### config.mk
export PLATFORM = sky130hd
export DESIGN_NAME = sbcl_cmd_legality
export DESIGN_NICKNAME = d
export VERILOG_FILES = /design/src/sbcl_cmd_legality.v /design/src/sbcl_bank.v
export VERILOG_INCLUDE_DIRS = /design/src
export SDC_FILE = /design/constraint.sdc
export NUM_CORES = 1
export LEC_CHECK = 0
export ABC_AREA = 1
export BUFFER_PORTS_ARGS = -buffer_cell sky130_fd_sc_hd__buf_2
export CORE_MARGIN = 2
export CORE_UTILIZATION = 32
export DETAILED_ROUTE_END_ITERATION = 7
export GPL_ROUTABILITY_DRIVEN = 0
export PLACE_DENSITY = 0.48
export SYNTH_ARGS = -nofsm -noshare
export SYNTH_HDL_FRONTEND = slang
export SYNTH_SLANG_ARGS = --single-unit
### constraint.sdc
create_clock -name core_clk -period 2.1 [get_ports core_clk]
set_input_delay 0.21 -clock core_clk [delete_from_list [all_inputs] [get_ports core_clk]]
set_output_delay 0.21 -clock core_clk [all_outputs]
set_load 0.05 [all_outputs]
### src/sbcl_defines.vh
`ifndef SBCL_DEFINES_VH
`define SBCL_DEFINES_VH

// Core clock rate
`define SBCL_CLK_MHZ        100

// Array timings in ns (least times)
`define SBCL_ROW_PRECHARGE_TIME_NS       18
`define SBCL_ACTIVATE_TO_ACCESS_DELAY_NS 18
`define SBCL_REFRESH_CYCLE_TIME_NS       72
`define SBCL_MODE_LOAD_DELAY_NS          10
`define SBCL_WRITE_RECOVERY_TIME_NS      15
`define SBCL_POWERDOWN_EXIT_TIME_NS      25
`define SBCL_SELF_REFRESH_EXIT_TIME_NS   112

// Same timings in core cycles, rounded up
`define SBCL_NS2CYC(ns)     (((ns) * `SBCL_CLK_MHZ + 999) / 1000)
`define SBCL_RP_CYC         `SBCL_NS2CYC(`SBCL_ROW_PRECHARGE_TIME_NS)
`define SBCL_RCD_CYC        `SBCL_NS2CYC(`SBCL_ACTIVATE_TO_ACCESS_DELAY_NS)
`define SBCL_RFC_CYC        `SBCL_NS2CYC(`SBCL_REFRESH_CYCLE_TIME_NS)
`define SBCL_MRD_CYC        `SBCL_NS2CYC(`SBCL_MODE_LOAD_DELAY_NS)
`define SBCL_WR_CYC         `SBCL_NS2CYC(`SBCL_WRITE_RECOVERY_TIME_NS)
`define SBCL_XP_CYC         `SBCL_NS2CYC(`SBCL_POWERDOWN_EXIT_TIME_NS)
`define SBCL_XSR_CYC        `SBCL_NS2CYC(`SBCL_SELF_REFRESH_EXIT_TIME_NS)

// Burst length in link clock edges (burst of four, two data pairs)
`define SBCL_RD_BURST_EDGES 2
// Write data ends one edge later than read data (write strobe latency)
`define SBCL_WR_BURST_EDGES 3

// Bank state vector bit positions (one-hot)
`define SBCL_ST_IDLE        0
`define SBCL_ST_ACTG        1
`define SBCL_ST_ACTV        2
`define SBCL_ST_RD          3
`define SBCL_ST_WR          4
`define SBCL_ST_RDAC        5
`define SBCL_ST_WRAC        6
`define SBCL_ST_PRE         7
`define SBCL_ST_W           8

// Command codes {cs_n, ras_n, cas_n, we_n} with chip select low
`define SBCL_CMD_NOP        4'h7
`define SBCL_CMD_ACT        4'h3
`define SBCL_CMD_RD         4'h5
`define SBCL_CMD_WR         4'h4
`define SBCL_CMD_BST        4'h6
`define SBCL_CMD_PRE        4'h2
`define SBCL_CMD_REF        4'h1
`define SBCL_CMD_MRS        4'h0

`endif

### src/sbcl_cmd_legality.v
`timescale 1ns/1ps
`include "sbcl_defines.vh"

module sbcl_cmd_legality (
   // Clock and reset
   input  wire        core_clk,
   input  wire        rstn,
   // Command bus pins from the controller
   input  wire        mem_ck,
   input  wire        cke,
   input  wire        cs_n,
   input  wire        ras_n,
   input  wire        cas_n,
   input  wire        we_n,
   input  wire [1:0]  ba,
   input  wire        close_select_address_bit,
   // Per-bank state, eight one-hot bits per bank
   output wire [31:0] bank_state,
   output wire [3:0]  bank_ap_access,
   // Command outcome and device status
   output reg         cmd_accept_ff,
   output reg         cmd_illegal_ff,
   output reg         dev_busy_ff,
   output reg         self_refresh_ff,
   output reg  [1:0]  rd_owner_ff
);

   // Header counts are integers; cut to the 8-bit counters on purpose
   localparam integer RFC_I = `SBCL_RFC_CYC;
   localparam integer MRD_I = `SBCL_MRD_CYC;
   localparam integer RP_I  = `SBCL_RP_CYC;
   localparam integer XP_I  = `SBCL_XP_CYC;
   localparam integer XSR_I = `SBCL_XSR_CYC;
   localparam [7:0]   RFC_C = RFC_I[7:0];
   localparam [7:0]   MRD_C = MRD_I[7:0];
   localparam [7:0]   RP_C  = RP_I[7:0];
   localparam [7:0]   XP_C  = XP_I[7:0];
   localparam [7:0]   XSR_C = XSR_I[7:0];

   // Decode strobes into a command code, deselect folded into no-operation
   function [3:0] cmd_decode;
      input [3:0] strobes;
      begin
         cmd_decode = strobes[3] ? `SBCL_CMD_NOP : strobes;
      end
   endfunction

   // Pin synchroniser: {ck, cke, cs_n, ras_n, cas_n, we_n, ba, a10}
   reg  [8:0] sync1_ff;
   reg  [8:0] sync2_ff;
   reg  [8:0] sync3_ff;
   reg        ck_lvl_ff;
   wire [8:0] pins = {mem_ck, cke, cs_n, ras_n, cas_n, we_n, ba, close_select_address_bit};

   always @(posedge core_clk) begin
      if (!rstn) begin
         // Deselect levels with link clock high, so no false edge follows reset
         sync1_ff  <= 9'h178;
         sync2_ff  <= 9'h178;
         sync3_ff  <= 9'h178;
         ck_lvl_ff <= 1'b1;
      end else begin
         sync1_ff <= pins;
         sync2_ff <= sync1_ff;
         sync3_ff <= sync2_ff;
         if (sync2_ff[8] == sync3_ff[8])
            ck_lvl_ff <= sync3_ff[8];
      end
   end

   // Link rising edge once stages two and three agree on the new level
   wire       ck_rise = (sync2_ff[8] == sync3_ff[8]) && sync3_ff[8] && !ck_lvl_ff;
   wire       s_cke   = sync3_ff[7];
   wire [3:0] cmd     = cmd_decode(sync3_ff[6:3]);
   wire [1:0] s_ba    = sync3_ff[2:1];
   wire       s_a10   = sync3_ff[0];

   // Bank state views
   wire [3:0] b_idle;
   wire [3:0] b_rdy;
   wire [3:0] b_rd;
   genvar gb;
   generate
      for (gb = 0; gb < 4; gb = gb + 1) begin : g_view
         assign b_idle[gb] = bank_state[gb*8 + `SBCL_ST_IDLE];
         assign b_rd[gb]   = bank_state[gb*8 + `SBCL_ST_RD];
         assign b_rdy[gb]  = bank_state[gb*8 + `SBCL_ST_ACTV]
                           | bank_state[gb*8 + `SBCL_ST_RD]
                           | bank_state[gb*8 + `SBCL_ST_WR];
      end
   endgenerate

   reg        cke_prev_ff;
   reg  [7:0] gcnt_ff;
   reg  [7:0] xcnt_ff;
   wire [3:0] tgt    = 4'h1 << s_ba;
   wire       all_idle = &b_idle;
   wire       other_ap = |(bank_ap_access & ~tgt);
   wire       tgt_idle = |(b_idle & tgt);
   wire       tgt_rdy  = |(b_rdy & tgt);
   wire       cmd_ok   = cke_prev_ff && s_cke && (xcnt_ff == 8'h00) && !dev_busy_ff;

   // Legality of the sampled command against current bank states
   reg legal;
   always @* begin
      legal = 1'b0;
      case (cmd)
         `SBCL_CMD_ACT: legal = tgt_idle;
         `SBCL_CMD_RD,
         `SBCL_CMD_WR:  legal = tgt_rdy && !other_ap;
         `SBCL_CMD_PRE: legal = s_a10 ? &(b_idle | b_rdy)
                                      : (tgt_idle || tgt_rdy);
         `SBCL_CMD_REF,
         `SBCL_CMD_MRS: legal = all_idle;
         `SBCL_CMD_BST: legal = |(b_rd & (4'h1 << rd_owner_ff));
         default:       legal = 1'b0;
      endcase
   end

   // Pulses into the banks, one core cycle after the link edge
   reg [3:0] do_act_ff;
   reg [3:0] do_rd_ff;
   reg [3:0] do_wr_ff;
   reg [3:0] do_pre_ff;
   reg [3:0] do_cut_ff;
   reg       do_close_ff;
   reg       ck_rise_ff;
   wire      take = ck_rise && cmd_ok && (cmd != `SBCL_CMD_NOP) && legal;

   always @(posedge core_clk) begin
      if (!rstn) begin
         do_act_ff   <= 4'h0;
         do_rd_ff    <= 4'h0;
         do_wr_ff    <= 4'h0;
         do_pre_ff   <= 4'h0;
         do_cut_ff   <= 4'h0;
         do_close_ff <= 1'b0;
         ck_rise_ff  <= 1'b0;
         rd_owner_ff <= 2'h0;
      end else begin
         ck_rise_ff  <= ck_rise;
         do_close_ff <= s_a10;
         // Illegal commands leave every bank untouched
         do_act_ff   <= (take && cmd == `SBCL_CMD_ACT) ? tgt : 4'h0;
         do_rd_ff    <= (take && cmd == `SBCL_CMD_RD) ? tgt : 4'h0;
         do_wr_ff    <= (take && cmd == `SBCL_CMD_WR) ? tgt : 4'h0;
         do_pre_ff   <= (take && cmd == `SBCL_CMD_PRE) ? (s_a10 ? 4'hf : tgt) : 4'h0;
         // A new burst on one bank ends open bursts elsewhere; terminate hits the owner
         if (take && (cmd == `SBCL_CMD_RD || cmd == `SBCL_CMD_WR))
            do_cut_ff <= ~tgt;
         else if (take && cmd == `SBCL_CMD_BST)
            do_cut_ff <= 4'h1 << rd_owner_ff;
         else
            do_cut_ff <= 4'h0;
         if (take && cmd == `SBCL_CMD_RD)
            rd_owner_ff <= s_ba;
      end
   end

   // Bank trackers
   generate
      for (gb = 0; gb < 4; gb = gb + 1) begin : g_bank
         sbcl_bank u_bank (
            .core_clk     (core_clk),
            .rstn         (rstn),
            .ck_rise      (ck_rise_ff),
            .do_act       (do_act_ff[gb]),
            .do_rd        (do_rd_ff[gb]),
            .do_wr        (do_wr_ff[gb]),
            .do_pre       (do_pre_ff[gb] & ~b_idle[gb]),
            .do_close     (do_close_ff),
            .do_cut       (do_cut_ff[gb]),
            .st_ff        (bank_state[gb*8 +: 8]),
            .ap_access_ff (bank_ap_access[gb])
         );
      end
   endgenerate

   // Device-wide busy windows, clock enable history and exit timing
   always @(posedge core_clk) begin
      if (!rstn) begin
         cke_prev_ff     <= 1'b0;
         gcnt_ff         <= 8'h00;
         dev_busy_ff     <= 1'b0;
         xcnt_ff         <= 8'h00;
         self_refresh_ff <= 1'b0;
         cmd_accept_ff   <= 1'b0;
         cmd_illegal_ff  <= 1'b0;
      end else begin
         cmd_accept_ff  <= take;
         // Deselect and no-operation are never illegal, even while busy
         cmd_illegal_ff <= ck_rise && cke_prev_ff && s_cke
                           && (cmd != `SBCL_CMD_NOP) && !take;
         if (ck_rise)
            cke_prev_ff <= s_cke;
         if (ck_rise && cke_prev_ff && !s_cke && cmd == `SBCL_CMD_REF && all_idle)
            self_refresh_ff <= 1'b1;
         if (ck_rise && !cke_prev_ff && s_cke) begin
            // Exit wait counted in core cycles from the first high edge
            xcnt_ff         <= self_refresh_ff ? XSR_C : XP_C;
            self_refresh_ff <= 1'b0;
         end else if (xcnt_ff != 8'h00) begin
            xcnt_ff <= xcnt_ff - 8'h01;
         end
         if (take && cmd == `SBCL_CMD_REF) begin
            gcnt_ff     <= RFC_C;
            dev_busy_ff <= 1'b1;
         end else if (take && cmd == `SBCL_CMD_MRS) begin
            gcnt_ff     <= MRD_C;
            dev_busy_ff <= 1'b1;
         end else if (take && cmd == `SBCL_CMD_PRE && s_a10) begin
            gcnt_ff     <= RP_C;
            dev_busy_ff <= 1'b1;
         end else if (gcnt_ff > 8'h01) begin
            gcnt_ff <= gcnt_ff - 8'h01;
         end else begin
            gcnt_ff     <= 8'h00;
            dev_busy_ff <= 1'b0;
         end
      end
   end

endmodule // sbcl_cmd_legality

### src/sbcl_bank.v
`timescale 1ns/1ps
`include "sbcl_defines.vh"

module sbcl_bank (
   // Clock and reset
   input  wire       core_clk,
   input  wire       rstn,
   // Link edge and accepted commands for this bank
   input  wire       ck_rise,
   input  wire       do_act,
   input  wire       do_rd,
   input  wire       do_wr,
   input  wire       do_pre,
   input  wire       do_close,
   input  wire       do_cut,
   // Bank state
   output reg  [7:0] st_ff,
   output reg        ap_access_ff
);

   localparam [7:0] IDLE = 8'h01;
   localparam [7:0] ACTG = 8'h02;
   localparam [7:0] ACTV = 8'h04;
   localparam [7:0] RD   = 8'h08;
   localparam [7:0] WR   = 8'h10;
   localparam [7:0] RDAC = 8'h20;
   localparam [7:0] WRAC = 8'h40;
   localparam [7:0] PRE  = 8'h80;

   // Header counts are integers; cut to the counter widths on purpose
   localparam integer RP_I  = `SBCL_RP_CYC;
   localparam integer RCD_I = `SBCL_RCD_CYC;
   localparam integer WR_I  = `SBCL_WR_CYC;
   localparam integer RD_EI = `SBCL_RD_BURST_EDGES;
   localparam integer WR_EI = `SBCL_WR_BURST_EDGES;
   localparam [7:0]   RP_C  = RP_I[7:0];
   localparam [7:0]   RCD_C = RCD_I[7:0];
   localparam [7:0]   WR_C  = WR_I[7:0];
   localparam [3:0]   RD_E  = RD_EI[3:0];
   localparam [3:0]   WR_E  = WR_EI[3:0];

   reg [7:0] tcnt_ff;
   reg [3:0] bcnt_ff;
   reg       wrec_ff;
   reg [7:0] nxt_st;
   reg [7:0] nxt_tcnt;
   reg [3:0] nxt_bcnt;
   reg       nxt_wrec;
   reg       nxt_ap_access;

   // Next state; the top raises do_act, do_rd, do_wr and do_pre only where accepted; do_cut (other banks, or the owner on terminate) acts only in RD or WR
   always @* begin
      nxt_st        = st_ff;
      nxt_tcnt      = tcnt_ff;
      nxt_bcnt      = bcnt_ff;
      nxt_wrec      = wrec_ff;
      nxt_ap_access = ap_access_ff;
      case (st_ff)
         IDLE: begin
            if (do_act) begin
               nxt_st   = ACTG;
               nxt_tcnt = RCD_C - 8'h01;
            end
         end
         ACTG: begin
            if (tcnt_ff == 8'h00)
               nxt_st = ACTV;
            else
               nxt_tcnt = tcnt_ff - 8'h01;
         end
         ACTV, RD, WR: begin
            if (do_rd || do_wr) begin
               // Either flavour of burst is honoured per command
               nxt_st        = do_rd ? (do_close ? RDAC : RD)
                                     : (do_close ? WRAC : WR);
               nxt_bcnt      = do_rd ? RD_E : WR_E;
               nxt_ap_access = do_close;
               nxt_wrec      = 1'b0;
            end else if (do_pre) begin
               nxt_st   = PRE;
               nxt_tcnt = RP_C - 8'h01;
            end else if (st_ff != ACTV && do_cut) begin
               nxt_st = ACTV;
            end else if (st_ff != ACTV && ck_rise) begin
               if (bcnt_ff == 4'h1)
                  nxt_st = ACTV;
               nxt_bcnt = bcnt_ff - 4'h1;
            end
         end
         RDAC, WRAC: begin
            if (ap_access_ff) begin
               // Access period runs in link edges
               if (ck_rise) begin
                  nxt_bcnt = bcnt_ff - 4'h1;
                  if (bcnt_ff == 4'h1) begin
                     nxt_ap_access = 1'b0;
                     nxt_wrec      = (st_ff == WRAC);
                     nxt_tcnt      = (st_ff == WRAC) ? WR_C - 8'h01 : RP_C - 8'h01;
                  end
               end
            end else if (tcnt_ff != 8'h00) begin
               nxt_tcnt = tcnt_ff - 8'h01;
            end else if (wrec_ff) begin
               // Write recovery over; precharge period starts now
               nxt_wrec = 1'b0;
               nxt_tcnt = RP_C - 8'h01;
            end else begin
               nxt_st = IDLE;
            end
         end
         PRE: begin
            if (tcnt_ff == 8'h00)
               nxt_st = IDLE;
            else
               nxt_tcnt = tcnt_ff - 8'h01;
         end
         default: begin
            nxt_st = IDLE;
         end
      endcase
   end

   // State registers
   always @(posedge core_clk) begin
      if (!rstn) begin
         st_ff        <= IDLE;
         tcnt_ff      <= 8'h00;
         bcnt_ff      <= 4'h0;
         wrec_ff      <= 1'b0;
         ap_access_ff <= 1'b0;
      end else begin
         st_ff        <= nxt_st;
         tcnt_ff      <= nxt_tcnt;
         bcnt_ff      <= nxt_bcnt;
         wrec_ff      <= nxt_wrec;
         ap_access_ff <= nxt_ap_access;
      end
   end

endmodule // sbcl_bank

Word level (Yosys, flattened, before mapping)
Cells that the tools add are included.

Flip-flop bits (word level): 161. Input port bits: 11.

Add/subtract/negate cells: 10. $lt $le $gt $ge: 1. Eq/ne operators: 133. Shift operators: 2. Mux-type cells: 187. Bitwise operators: 24. Reduce and logical (&&, ||, !) cells: 115.

Operators by type and width (number): 2-to-1 mux 8 bit (86); one-hot mux 8 bit (5 select lines) (4); 2-to-1 mux 4 bit (32); one-hot mux 8 bit (4 select lines) (4); AND reduction 8 bit (8); != test 2 bit (second input constant) (28); subtractor 8 x 1 -> 8 bit (second input constant) (6); 2-to-1 mux 1 bit (45); zero test 8 bit (5); != test 2 x 1 -> 1 bit (second input constant) (20); != test 5 x 1 -> 1 bit (second input constant) (8); nonzero test 8 bit (5); != test 3 bit (second input constant) (13); logical AND 1 bit (35); == test 8 x 1 -> 1 bit (second input constant) (4); == test 8 x 2 -> 1 bit (second input constant) (4); == test 8 x 3 -> 1 bit (second input constant) (4); == test 8 x 4 -> 1 bit (second input constant) (4); == test 8 x 5 -> 1 bit (second input constant) (4); == test 8 x 6 -> 1 bit (second input constant) (4); == test 8 x 7 -> 1 bit (second input constant) (4); == test 8 bit (second input constant) (4); != test 8 x 3 -> 1 bit (second input constant) (4); one-hot mux 4 bit (2 select lines) (4); other kinds (36) (133).

Logic depth before layout (Yosys ltp)
Word-level depth: 13. Mapped depth: 15. Mapped depth without buffers: 15.

Cells and area by module
Synthesis repeated with hierarchy kept, for this count alone.

Cell total of the unflattened synthesis: 1494. Area total of the unflattened synthesis: 9826.9 um^2.

By module, submodules not included: sbcl_bank at g_bank[1].u_bank ... (instances 2, cells each 271, area each 1694.1 um^2, sequential area each 440.4 um^2); sbcl_cmd_legality (instances 1, cells each 396, area each 3022.9 um^2, sequential area each 1461.4 um^2); sbcl_bank at g_bank[3].u_bank (instances 1, cells each 284, area each 1735.4 um^2, sequential area each 440.4 um^2); sbcl_bank at g_bank[0].u_bank (instances 1, cells each 272, area each 1680.4 um^2, sequential area each 440.4 um^2).

Least setup slack after synthesis
No wires, ideal clock.

Path type: register -> register. Start: reg g_bank[0].u_bank.st_ff[7]. End: reg g_bank[0].u_bank.st_ff[7]. Setup time: 114 ps. Arrival time: 1906 ps. Required time: 1986 ps. Setup slack: 79 ps. Stages on the path, launching flop included: 14. Path buffers: 1. Cell sequence: dfxtp_1 inv_1 nand2_1 nor2_1 nand4_1 and2_1 buf_4 nand2_4 a21oi_1 nand2_2 inv_2 nand2_1 o21ai_1 nor2_1.

Longest elaborated chain between the ends: 6. Elaborated cells between the ends (all ways): 26. Those cells by class: 17 x eq/ne; 4 x mux; 5 x reduce/logical.

Ends and longest elaborated chain: start: declaration (RTL line sbcl_bank.v:17) `output reg [7:0] st_ff,`; start signal: assignment (RTL line sbcl_bank.v:132) `st_ff <= nxt_st;`; != test 8 x 3 -> 1 bit (RTL line sbcl_bank.v:82, sbcl_bank.v:84); logical AND 1 bit (RTL line sbcl_bank.v:82) `end else if (st_ff != ACTV && do_cut) begin`; 2-to-1 mux 8 bit (RTL line sbcl_bank.v:82); 2-to-1 mux 8 bit (RTL line sbcl_bank.v:79) `end else if (do_pre) begin`; 2-to-1 mux 8 bit (RTL line sbcl_bank.v:72) `if (do_rd || do_wr) begin`; one-hot mux 8 bit (5 select lines) (RTL line sbcl_bank.v:58) `case (st_ff)`.

Parallel ways exist; a longest one is shown, timed or not. A chain may end at the register's enable or synchronous reset.

Worst setup path in the final report
Start: reg g_bank[0].u_bank.st_ff[3]. End: reg g_bank[0].u_bank.st_ff[2].

The elaborated chain is that of the path after synthesis.

==> qor.txt <==
ANT nets after route: 0
CTS tree: yes
Crit Path Category: reg2reg
Largest family of logic cells by synthesized area: simple AND/OR/NAND/NOR gates
Max Fclk: 0.507 GHz
Clock Tree Buf Depth: 2
Maxcap violations: 0
Place WS: 0.0586 ns
Reg-to-reg slack, setup: 0.13 ns
DR DRC count: 0
Vias/cell: 4.69
Fillers: 2,903
Storage element area: 3230 sq um
Crit path required time: 2.46 ns
Global route total overflow: 0
Critical path arrival: 2.34 ns
Multiplexer share of the synthesized area: 0%
Final Cycle Share: 93.9%
Status: complete, no violations
Routed len/inst: 13.5 um
Die span in y: 171 um
Final min period: 1.97 ns
Main synth FF type: dfxtp_1
Cell area after synthesis: 8890 sq um
Worst-path clk slew: 0.08 ns
Post-synth net total: 1,339
Synth Area in Simple Gates: 34.3%
Synth Register Bits: 161
Leak: 0.00489 uW
Relative slew slack: 64.2%
Port buffer count: 52
Vias in the first global route: 7,869
Worst skew pair latency: 0.44 ns
Pwr per Cell Area: 1270 nW/um^2
Starting DRT DRC Count: 469
RR Endpoint: g_bank[0].u_bank.st_ff[2]$_SDFFE_PN0P_
TritonCTS buffer count: 17
Worst Hold Class: in2reg
Final hold vios: 0
Maximum VDD drop: 0.556 mV
Ys Warns: 0
Xor/xnor share of the synthesized area: 3.65%
Worst setup SP type: flop
Hold WS: 0.204 ns
Slew @ Worst Pin: 0.537 ns
Initial antenna violation count: 0
FP Rows: 61
Gate Count Post-Synth: 1,308
First-pass GRT wire length: 40,000 um
Total Routing Usage GR: 17.1%
Total number of vias: 8,464
Area contributors post-synth: dfxtp_1 (36%), nand2_1 (11%), inv_1 (7.0%), a21oi_1 (6.4%), nor2_1 (6.0%)
Multi-input logic area: 4880 sq um
Drt first pass iters: 4
Final WL: 24,400 um
Share of cells above drive strength 1: 17.3%
# IOs: 53
Yosys top cell by area: dfxtp_1
Clock tree sinks: 161
Hold path depth: 3
Cell depth of the worst flop-to-flop path: 10
Mean Syn Cell Area: 6.80 sq um
Reg2reg start: g_bank[0].u_bank.st_ff[3]$_SDFFE_PN0P_
Yosys top cell area share: 36.3%
Post-synth EDFFs: 0
Compound-Gate Fraction of Synth Area: 13.4%
Ys async rst share: 0%
Sequential area share after synthesis: 36.3%
Clk root buf: clkbuf_16
Worst hold start: rstn
Final Skew: 0.0135 ns
CP Capture Type: flop
Die Wd: 171 um
Starting Density: 32.3%
Nets: 1,444
ANT cells: 0
Hold Crit Endpoint: xcnt_ff[2]$_SDFFE_PN0P_
CP max FO: 7
Setup WS post-layout: 0.128 ns
Post-synthesis cell type count: 46
Die area: 29,100 sq um
DPL Wire Length: 18,000 um
Fin. max-slew vios: 0
Synthesis-to-finish area growth: 20.1%
Area of the core: 27,600 sq um
Adder-cell area share of the yosys netlist: 2.82%
Htree depth: 4
Largest net degree at the start of global routing: 44
Final setup viols: 0
==> cell families after synthesis <==
group / Yosys count
simple gates: 655
flops: 161
compound gates: 219
xor+xnor: 37
buf+inv: 216
fa+ha+maj: 20
==> through the flow <==
stage          total power (uW)  instances  setup TNS (ns)  area (sq um)  utilization, %
2_1_floorplan              8540       1308               0          8890               -
3_3_place_gp              10100       1753               0          9810            35.6
3_5_place_dp              10100       1753               0          9810            35.6
4_1_cts                   13500       1794               0         10500            38.2
5_1_grt                   14700       1804       -0.000750         10700            38.7
6_report                  13600       1804               0         10700            38.7
==> report_power, final <==
| group | total, uW | switching [uW] | internal (uW) |
|---|---|---|---|
| sequential | 3860 | 353 | 3510 |
| combinational | 6370 | 4190 | 2180 |
| clock | 3320 | 1570 | 1750 |
==> area by class of cell <==
class / instances / share of cell area [%]
clock buffers: 17 / 3.99
flip-flops and latches: 161 / 30.2
clock inverters: 15 / 1.97
repair buffers: 115 / 7.08
multi-input cells: 932 / 45.7
inverters: 186 / 6.56
well taps: 378 / 4.43
==> worst max-delay path by stage <==
stage | from | end | slack [ns] | cells after the start
final | g_bank[0].u_bank.st_ff[3]$_SDFFE_PN0P_ | g_bank[0].u_bank.st_ff[2]$_SDFFE_PN0P_ | 0.13 | 10
after global routing | g_bank[1].u_bank.tcnt_ff[0]$_SDFFE_PN0P_ | g_bank[1].u_bank.st_ff[5]$_SDFFE_PN0P_ | -0.0008 | 11
after global placement | g_bank[3].u_bank.st_ff[0]$_SDFFE_PN1P_ | do_rd_ff[0]$_SDFF_PN0_ | 0.008 | 11
after floorplan | g_bank[0].u_bank.st_ff[7]$_SDFFE_PN0P_ | g_bank[0].u_bank.st_ff[7]$_SDFFE_PN0P_ | 0.08 | 13
after detailed placement | g_bank[3].u_bank.st_ff[0]$_SDFFE_PN1P_ | do_rd_ff[0]$_SDFF_PN0_ | 0.06 | 11
after CTS | g_bank[3].u_bank.st_ff[0]$_SDFFE_PN1P_ | do_rd_ff[0]$_SDFF_PN0_ | 0.03 | 11
==> placed cells by master (no fill, tap or decap), drive strengths merged <==
cell type | Yosys | final
nand2 | 282 | 283
inv | 185 | 193
dfxtp | 161 | 161
nor2 | 155 | 155
a21oi | 115 | 115
buf | 14 | 106
nand3 | 102 | 102
o21ai | 87 | 87
nand4 | 48 | 48
xor2 | 29 | 29
nor3 | 25 | 25
or2 | 23 | 23
ha | 20 | 20
clkbuf | 16 | 17
dlygate4sd3 | 0 | 9
xnor2 | 8 | 8
nor4 | 8 | 8
a31oi | 7 | 7
clkinv | 1 | 7
o211ai | 5 | 5
and2 | 5 | 5
nor3b | 3 | 3
nand3b | 3 | 3
a311oi | 2 | 2
o31ai | 1 | 1
o21bai | 1 | 1
or3 | 1 | 1
a211oi | 1 | 1
bufinv | 0 | 1
==> sequential cells by signal, summed over array words and instances (netlist names), 8 cells and up <==
register / cells
g_bank.u_bank.tcnt_ff: 32
sync3_ff: 9
xcnt_ff: 8
g_bank.u_bank.bcnt_ff: 16
sync1_ff: 9
g_bank.u_bank.st_ff: 32
gcnt_ff: 8
sync2_ff: 9
==> worst max-delay path, cell delays in order (launching register included) <==
cell and delay [ns]:
dfxtp_1 0.35, nor2_1 0.26, nand3_1 0.12, nor3_1 0.36, nand2_1 0.18, nand2_1 0.10
a21oi_1 0.06, nand2_2 0.15, buf_4 0.13, o21ai_0 0.06, a21oi_1 0.14
==> metal layers <==
layer	share of wire (%)	wire, um	GRT usage, %	up-vias
met5	0	0	0	-
met4	1.3	320	4.83	0
met3	2.5	605	2.57	30
met2	46	11200	28.0	111
met1	50	12300	23.4	3855
li1	-	-	-	4468
==> what timing repair did <==
item | in CTS | in global routing
endpoints found under the hold margin | 9 | 0
hold buffers | 9 | 0
resized for setup | 0 | 23
endpoints found under the setup margin | 0 | 65
setup buffers | 0 | 9
==> Yosys cell counts, types with 16 or more instances <==
| cell type | number |
|---|---|
| a21oi_1 | 113 |
| clkbuf_1 | 16 |
| dfxtp_1 | 161 |
| ha_1 | 20 |
| inv_1 | 166 |
| inv_2 | 18 |
| nand2_1 | 266 |
| nand3_1 | 99 |
| nand4_1 | 47 |
| nor2_1 | 141 |
| nor3_1 | 25 |
| o21ai_0 | 76 |
| or2_2 | 22 |
| xor2_1 | 29 |
(Power assumes the default switching activity.)
